**config.mk**
```make
export PLATFORM = sky130hd
export DESIGN_NAME = ccpc_counter_unit
export DESIGN_NICKNAME = d
export VERILOG_FILES = /design/src/rtl/ccpc_pkg.sv /design/src/rtl/ccpc_channel.sv /design/src/rtl/ccpc_counter_unit.sv
export SDC_FILE = /design/constraint.sdc
export NUM_CORES = 1
export LEC_CHECK = 0
export BUFFER_PORTS_ARGS = -buffer_cell sky130_fd_sc_hd__buf_2
export CAP_MARGIN = 30
export CORE_AREA = 3 3 165 167
export CTS_CLUSTER_SIZE = 10
export DETAILED_ROUTE_END_ITERATION = 7
export DIE_AREA = 0 0 168 170
export HOLD_SLACK_MARGIN = 0.1
export PLACE_DENSITY = 0.73
export SYNTH_ARGS = -nofsm -noshare
export SYNTH_HDL_FRONTEND = slang
export SYNTH_SLANG_ARGS = --single-unit
```
**constraint.sdc**
```tcl
create_clock -name ref_clk -period 4.4 [get_ports ref_clk]
set_clock_uncertainty 0.15 [all_clocks]
set_input_delay 0.22 -clock ref_clk [delete_from_list [all_inputs] [get_ports ref_clk]]
set_output_delay 0.22 -clock ref_clk [all_outputs]
set_load 0.01 [all_outputs]
```
**src/rtl/ccpc_pkg.sv**
```systemverilog
// Package with modes, channel configuration and reset constants of the capture/compare/PWM counter.
package ccpc_pkg;

	// Operating mode of one channel.
	typedef enum logic [1:0] {
		CCPC_MODE_CAPTURE,
		CCPC_MODE_COMPARE,
		CCPC_MODE_PWM
	} ccpc_mode_t;

	// Capture edge selection codes.
	localparam logic [1:0] CCPC_EDGE_RISE = 2'h0;
	localparam logic [1:0] CCPC_EDGE_FALL = 2'h1;
	localparam logic [1:0] CCPC_EDGE_BOTH = 2'h2;

	// Static configuration of one channel.
	typedef struct packed {
		logic chEnable;
		ccpc_mode_t mode;
		logic [1:0] captureEdge;
		logic deadTimeEnable;
	} ccpc_ch_cfg_t;

	// Event pulses of one channel toward the event routing network.
	typedef struct packed {
		logic captureEvt;
		logic compareEvt;
	} ccpc_ch_evt_t;

	// Reset values and capture synchroniser depth.
	localparam logic CCPC_OUT_RESET = 1'b0;
	localparam logic CCPC_OUTN_RESET = 1'b0;
	localparam int CCPC_SYNC_STAGES = 3;

endpackage : ccpc_pkg

```
**src/rtl/ccpc_channel.sv**
```systemverilog
// One compare/capture channel with optional dead-time insertion on its PWM output pair.
`timescale 1ns/1ns
module ccpc_channel #(
	parameter int CNT_W = 16,
	parameter bit DT_PRESENT = 1'b0,
	parameter int DT_W = 8
) (
	// Clock and reset.
	input wire logic ref_clk,
	input wire logic rst_n,
	// Counter state.
	input wire logic [CNT_W-1:0] count,
	input wire logic countTick,
	input wire logic countWrap,
	// Configuration and compare value.
	input wire ccpc_pkg::ccpc_ch_cfg_t cfg,
	input wire logic compareWrite,
	input wire logic [CNT_W-1:0] compareData,
	input wire logic [DT_W-1:0] deadTimeLen,
	// Filtered capture input level.
	input wire logic captureLevel,
	// Results.
	output logic [CNT_W-1:0] captureValue,
	output ccpc_pkg::ccpc_ch_evt_t events,
	output logic outP,
	output logic outN
);

	logic [CNT_W-1:0] captureValue_reg, captureValue_next;
	logic [CNT_W-1:0] compareBuf_reg, compareBuf_next;
	logic [CNT_W-1:0] compareAct_reg, compareAct_next;
	logic capturePrev_reg, capturePrev_next;
	logic rawPrev_reg, rawPrev_next;
	logic [DT_W-1:0] deadCnt_reg, deadCnt_next;
	logic outP_reg, outP_next;
	logic outN_reg, outN_next;
	ccpc_pkg::ccpc_ch_evt_t events_reg, events_next;
	logic edgeHit;
	logic raw;
	logic useDead;

	// Next-state logic for capture, compare buffering, output level and dead time.
	always_comb
	begin
		captureValue_next = captureValue_reg;
		compareBuf_next = compareBuf_reg;
		compareAct_next = compareAct_reg;
		capturePrev_next = captureLevel;
		events_next = '0;
		edgeHit = 1'b0;
		raw = 1'b0;
		useDead = DT_PRESENT && cfg.deadTimeEnable;
		deadCnt_next = deadCnt_reg;
		case (cfg.captureEdge)
			ccpc_pkg::CCPC_EDGE_RISE: edgeHit = captureLevel && !capturePrev_reg;
			ccpc_pkg::CCPC_EDGE_FALL: edgeHit = !captureLevel && capturePrev_reg;
			ccpc_pkg::CCPC_EDGE_BOTH: edgeHit = captureLevel != capturePrev_reg;
			default: edgeHit = 1'b0;
		endcase
		// Software writes land in the buffer; PWM takes them only at wrap so a period is never torn.
		if (compareWrite)
		begin
			compareBuf_next = compareData;
		end
		if (cfg.chEnable)
		begin
			case (cfg.mode)
				ccpc_pkg::CCPC_MODE_CAPTURE:
				begin
					if (edgeHit)
					begin
						captureValue_next = count;
						events_next.captureEvt = 1'b1;
					end
				end
				ccpc_pkg::CCPC_MODE_COMPARE:
				begin
					compareAct_next = compareWrite ? compareData : compareBuf_reg;
					raw = count >= compareAct_reg;
					events_next.compareEvt = countTick && (count == compareAct_reg);
				end
				ccpc_pkg::CCPC_MODE_PWM:
				begin
					if (countWrap)
					begin
						compareAct_next = compareBuf_next;
					end
					raw = count < compareAct_reg;
					events_next.compareEvt = countTick && (count == compareAct_reg);
				end
				default: raw = 1'b0;
			endcase
		end
		rawPrev_next = raw;
		// A level change starts a gap in which both outputs stay low.
		if (useDead && (raw != rawPrev_reg))
		begin
			deadCnt_next = deadTimeLen;
		end
		else if (deadCnt_reg != '0)
		begin
			deadCnt_next = deadCnt_reg - 1'b1;
		end
		if (!useDead)
		begin
			deadCnt_next = '0;
			outP_next = raw;
			outN_next = !raw && cfg.chEnable;
		end
		else
		begin
			outP_next = raw && (deadCnt_next == '0) && (raw == rawPrev_reg);
			// A disabled channel keeps both sides low, even with dead time switched on.
			outN_next = !raw && cfg.chEnable && (deadCnt_next == '0) && (raw == rawPrev_reg);
		end
	end

	// State registers.
	always_ff @(posedge ref_clk or negedge rst_n)
	begin
		if (!rst_n)
		begin
			captureValue_reg <= '0;
			compareBuf_reg <= '0;
			compareAct_reg <= '0;
			capturePrev_reg <= 1'b0;
			rawPrev_reg <= 1'b0;
			deadCnt_reg <= '0;
			outP_reg <= ccpc_pkg::CCPC_OUT_RESET;
			outN_reg <= ccpc_pkg::CCPC_OUTN_RESET;
			events_reg <= '0;
		end
		else
		begin
			captureValue_reg <= captureValue_next;
			compareBuf_reg <= compareBuf_next;
			compareAct_reg <= compareAct_next;
			capturePrev_reg <= capturePrev_next;
			rawPrev_reg <= rawPrev_next;
			deadCnt_reg <= deadCnt_next;
			outP_reg <= outP_next;
			outN_reg <= outN_next;
			events_reg <= events_next;
		end
	end

	assign captureValue = captureValue_reg;
	assign events = events_reg;
	assign outP = outP_reg;
	assign outN = outN_reg;

endmodule : ccpc_channel

```
**src/rtl/ccpc_counter_unit.sv**
```systemverilog
// Top of the capture/compare/PWM counter unit: free-running counter, input synchronisers and channels.
`timescale 1ns/1ns
// Summary of operation
// - Narrow build uses a 16-bit counter with up to four channels on it.
// - Wide build is identical except counter and channel values are 32 bits.
// - Each channel runs in exactly one mode: capture, compare or PWM.
// - Capture stores the counter value when the selected input edge arrives.
// - Compare output shows whether the counter has reached the programmed threshold.
// - PWM output follows successive compare values, each taken at counter wrap.
// - Dead-time insertion exists only in the first instance of each build.
// - Capture, compare and overflow events pulse out toward the event routing network.
module ccpc_counter_unit #(
	parameter int CNT_W = 16,
	parameter int NUM_CH = 4,
	parameter bit FIRST_INSTANCE = 1'b1,
	parameter int DT_W = 8
) (
	// Clock and reset.
	input wire logic ref_clk,
	input wire logic rst_n,
	// Counter control.
	input wire logic countEnable,
	input wire logic countTick,
	input wire logic overflowClear,
	// Channel configuration.
	input wire ccpc_pkg::ccpc_ch_cfg_t [NUM_CH-1:0] chCfg,
	input wire logic [NUM_CH-1:0] compareWrite,
	input wire logic [NUM_CH-1:0][CNT_W-1:0] compareData,
	input wire logic [DT_W-1:0] deadTimeLen,
	// Capture pins.
	input wire logic [NUM_CH-1:0] capturePin,
	// Counter state.
	output logic [CNT_W-1:0] count,
	output logic overflowFlag,
	// Event routing outputs.
	output logic overflowEvt,
	output ccpc_pkg::ccpc_ch_evt_t [NUM_CH-1:0] chEvt,
	// Channel results.
	output logic [NUM_CH-1:0][CNT_W-1:0] captureValue,
	output logic [NUM_CH-1:0] chOut,
	output logic [NUM_CH-1:0] chOutN
);

	localparam logic [CNT_W-1:0] CNT_MAX = '1;

	logic [CNT_W-1:0] count_reg, count_next;
	logic overflowFlag_reg, overflowFlag_next;
	logic overflowEvt_reg, overflowEvt_next;
	logic [NUM_CH-1:0] sync1_reg, sync2_reg, sync3_reg;
	logic [NUM_CH-1:0] capLevel_reg, capLevel_next;
	logic step;
	logic wrap;

	// Counter next value, overflow pulse and sticky flag; a new overflow beats a clear in the same cycle.
	always_comb
	begin
		step = countEnable && countTick;
		wrap = step && (count_reg == CNT_MAX);
		count_next = count_reg;
		if (step)
		begin
			count_next = wrap ? '0 : count_reg + 1'b1;
		end
		overflowEvt_next = wrap;
		overflowFlag_next = overflowFlag_reg;
		if (overflowClear)
		begin
			overflowFlag_next = 1'b0;
		end
		if (wrap)
		begin
			overflowFlag_next = 1'b1;
		end
	end

	// Capture level is accepted only once the second and third stages agree, filtering one-cycle glitches.
	always_comb
	begin
		for (int i = 0; i < NUM_CH; i++)
		begin
			capLevel_next[i] = (sync2_reg[i] == sync3_reg[i]) ? sync3_reg[i] : capLevel_reg[i];
		end
	end

	// Counter and synchroniser registers.
	always_ff @(posedge ref_clk or negedge rst_n)
	begin
		if (!rst_n)
		begin
			count_reg <= '0;
			overflowFlag_reg <= 1'b0;
			overflowEvt_reg <= 1'b0;
			sync1_reg <= '0;
			sync2_reg <= '0;
			sync3_reg <= '0;
			capLevel_reg <= '0;
		end
		else
		begin
			count_reg <= count_next;
			overflowFlag_reg <= overflowFlag_next;
			overflowEvt_reg <= overflowEvt_next;
			sync1_reg <= capturePin;
			sync2_reg <= sync1_reg;
			sync3_reg <= sync2_reg;
			capLevel_reg <= capLevel_next;
		end
	end

	// One channel per compare/capture slot; dead time is built only into the first instance.
	for (genvar g = 0; g < NUM_CH; g++)
	begin : gen_ch
		ccpc_channel #(
			.CNT_W(CNT_W),
			.DT_PRESENT(FIRST_INSTANCE),
			.DT_W(DT_W)
		) u_ch (
			.ref_clk(ref_clk),
			.rst_n(rst_n),
			.count(count_reg),
			.countTick(step),
			.countWrap(wrap),
			.cfg(chCfg[g]),
			.compareWrite(compareWrite[g]),
			.compareData(compareData[g]),
			.deadTimeLen(deadTimeLen),
			.captureLevel(capLevel_reg[g]),
			.captureValue(captureValue[g]),
			.events(chEvt[g]),
			.outP(chOut[g]),
			.outN(chOutN[g])
		);
	end

	assign count = count_reg;
	assign overflowFlag = overflowFlag_reg;
	assign overflowEvt = overflowEvt_reg;

endmodule : ccpc_counter_unit

```
==> metrics.md <==
| Metric | Value |
|---|---|
| Hold Path Class | input port to flop |
| Final TNS setup | 0 ns |
| Placer Congestion | 0.895 |
| Final WL | 37100 um |
| Post-Synth Adder-Cell Area | 8.49% |
| Synth Warn # | 0 |
| I/O Buffers | 206 |
| Top cells by area, synth | dfrtp_1 50%, ha_1 8.2%, mux2_2 7.7% |
| Worst-Skew Late Latency | 0.51 ns |
| Drt pass-1 iters | 5 |
| Layout cells sized above 1 | 24.4% |
| Largest net degree at the start of global routing | 107 |
| CP peak stage delay | 0.79 ns |
| Max clock buf depth | 3 |
| #FFs+latches synth | 282 |
| Clk pwr share | 28.7% |
| Antenna Cells | 0 |
| FF-to-FF path depth | 9 |
| Final setup viols | 0 |
| Logic gate share of total power | 30.1% |
| Max Cap Viol | 0 |
| Multi-input gate area | 6410 um2 |
| Area Growth Syn to Fin | 22.7% |
| # clock sinks | 282 |
| Worst-path cell chain | ha_1, a21oi_1, o21ai_0, o2bb2ai_1, o31ai_1, a211oi_4, nor2_2, mux2i_1, dlygate4sd3_1 |
| Final instance area | 17400 um2 |
| Ports | 207 |
| Post-cts repair resize count | 0 |
| Final Max Slew Viols | 0 |
| H-tree levels | 2 |
| Final hold vios | 0 |
| First-pass GRT wire length | 59600 um |
| Syn Area/Cell | 10.8 um2 |
| Sequential cell area | 7060 um2 |
| Commonest non-fill, non-tap cell in the layout | dfrtp_1 |
| TritonCTS buffer count | 34 |
| Switching Power | 2790 uW |
| Type of the worst setup path | flop to flop |
| Pre-CTS setup slack | 1.09 ns |
| RR Endpoint | gen_ch[2].u_ch.deadCnt_reg[6] |
| Nets | 1825 |
| Synth area leader | dfrtp_1 |
| Total power | 8410 uW |
| Netlist cell types | 74 |
| DRC errors left | 0 |
| Vias per std cell | 5.53 |
| Worst-path clk slew | 0.06 ns |
| Most frequent cells in the layout | 282 x dfrtp_1, 246 x nand2_1, 205 x buf_2 |
| Vias in the first global route | 11363 |
| DRT iter0 DRCs | 712 |
| Post-synth top area share | 49.8% |
| Vias | 10858 |
| Hpwl dp | 25300 um |
| Seq pwr share | 41.2% |
| Post-synthesis mux area share | 12.3% |
| Hold buffer count at cts | 105 |
| Post-layout min period | 3.70 ns |
| Row count | 59 |
| RSZ-0062 raised after global routing | false |
| Root Driver | clkbuf_16 |
| Worst hold endpoint | gen_ch[1].u_ch.compareBuf_reg[2] |
| Post-synthesis sequential area ratio | 49.8% |
| Final hold slack | 0.105 ns |
| Total track usage | 26.1% |
| Post-CTS setup buffer count | 0 |
| Switching share of total power | 33.2% |
| Post-synth EDFFs | 0 |
| Fillers | 1965 |
| DP Area | 15400 um2 |
| Number of antenna violations at the first check in global routing | 0 |
| CTS tree | built |
| GRT overflow | 0 |
| Total die area | 28600 um2 |
| Critical path peak fanout | 13 |
| Cells on Worst Hold Path | 2 |
| Initial Util | 54.7% |
| Cell count along the critical path | 9 |
| Power Density | 483 nW/um2 |
| Compound-Gate Fraction of Synth Area | 7.98% |
| WP data arrival | 3.99 ns |
| Synth Area in XOR/XNOR | 2.17% |
| Max-slew headroom | 38.1% |
| Largest family of logic cells by synthesized area | simple AND/OR/NAND/NOR gates |
| Chip height | 170 um |
| Fmax | 0.270 GHz |
| Status | finished clean |
| CP endpoint kind | flop |
| Core ar. | 25900 um2 |
| Worst path bufs/invs | 1 |
| Ys flop type | dfrtp_1 |
| Simple-gate area share of the yosys netlist | 14.3% |
| Hold_sp | compareWrite[1] |
| Delay-heaviest family, CP | compound AO/OA/AOI/OAI gates |
| Chip Width | 168 um |
| Final ANT Viol Nets | 0 |
| VDD IR-drop max | 0.000310 V |
| Worst-Margin Slew | 0.926 ns |
| Int Pwr | 5620 uW |
| Tcrit/Tclk final | 84.1% |
| Avg WL per Cell | 18.9 um |
| Ys async rst share | 100% |
| RR Startpoint | count[7] |
| Pleak | 0.00879 uW |
| Worst path slowest cell | dfrtp_1 |
| Data required time of the worst path | 4.69 ns |
| Worst R2R Setup Slack | 0.70 ns |
| Syn_nets | 1519 |
| Final Worst Setup Slack | 0.700 ns |
| Startpoint class of the critical path | flop |
| Gate Count Post-Synth | 1317 |
| Synthesized area | 14200 um2 |
cell usage after synthesis (5+ instances only):
cell,number
o21ai_1,5
o41ai_1,5
dfrtp_1,282
mux2i_1,28
o21ai_0,38
or2_2,6
buf_2,9
nand4_1,17
o31ai_1,10
xor2_1,14
xnor2_1,18
nand3b_1,6
nor3_1,13
a21oi_1,38
or3_1,6
buf_4,11
clkbuf_1,24
o211ai_1,6
nand2b_1,7
nor4_1,6
ha_1,93
nor2_1,38
o21a_1,8
buf_6,6
mux2_2,97
mux2_1,33
inv_1,113
nand3_1,27
nand2_1,246
nor2b_1,14
worst max-delay path by stage:
stage / endpoint / slack [ns] / from
finish: gen_ch[2].u_ch.deadCnt_reg[6] / 0.70 / count[7]
global route: gen_ch[2].u_ch.deadCnt_reg[6] / 0.50 / count[7]
CTS: gen_ch[1].u_ch.deadCnt_reg[5] / 0.71 / count[6]
detailed placement: gen_ch[0].u_ch.deadCnt_reg[5] / 1.09 / count[6]
global placement: gen_ch[0].u_ch.deadCnt_reg[5] / 1.21 / count[7]
floorplan: gen_ch[2].u_ch.deadCnt_reg[7] / 1.63 / count[15]
power by group through the flow:
stage / combinational (uW) / clock (uW) / sequential (uW)
3_5_place_dp: 2400 / 0 / 3500
3_3_place_gp: 2300 / 0 / 3480
6_report: 2530 / 2420 / 3460
2_1_floorplan: 1760 / 0 / 3410
4_1_cts: 2520 / 2450 / 3460
5_1_grt: 2860 / 2560 / 3520
metal layers:
| layer | part of all wire (%) | vias up | track usage (%) |
|---|---|---|---|
| met5 | 0 | - | 0 |
| met4 | 2.9 | 0 | 7.90 |
| met3 | 6.2 | 72 | 4.92 |
| met2 | 49 | 342 | 44.3 |
| met1 | 42 | 5361 | 34.5 |
| li1 | - | 5083 | - |
through the flow:
step                instances  util, %
global placement         1817     59.6
CTS                      1965     67.1
global route             1965     67.1
floorplan                1317        -
finish                   1965     67.1
detailed placement       1817     59.6
final cells by class:
type | count | area share, %
sequential | 282 | 40.6
timing repair buffer | 321 | 12.5
clock inverter | 4 | 0.223
clock buffer | 39 | 5.00
inverter | 113 | 2.44
multi-input combinational | 871 | 36.8
tap | 335 | 2.41
logic make-up after synthesis:
logic type                 after synthesis
xor gates and xnor gates                33
adders and majority gates               97
AOI/OAI and AO/OA                      162
DFF                                    282
and+or+nand+nor                        421
muxes                                  158
buffers and inverters                  164
Note: power is estimated with default switching activity, not from simulation.
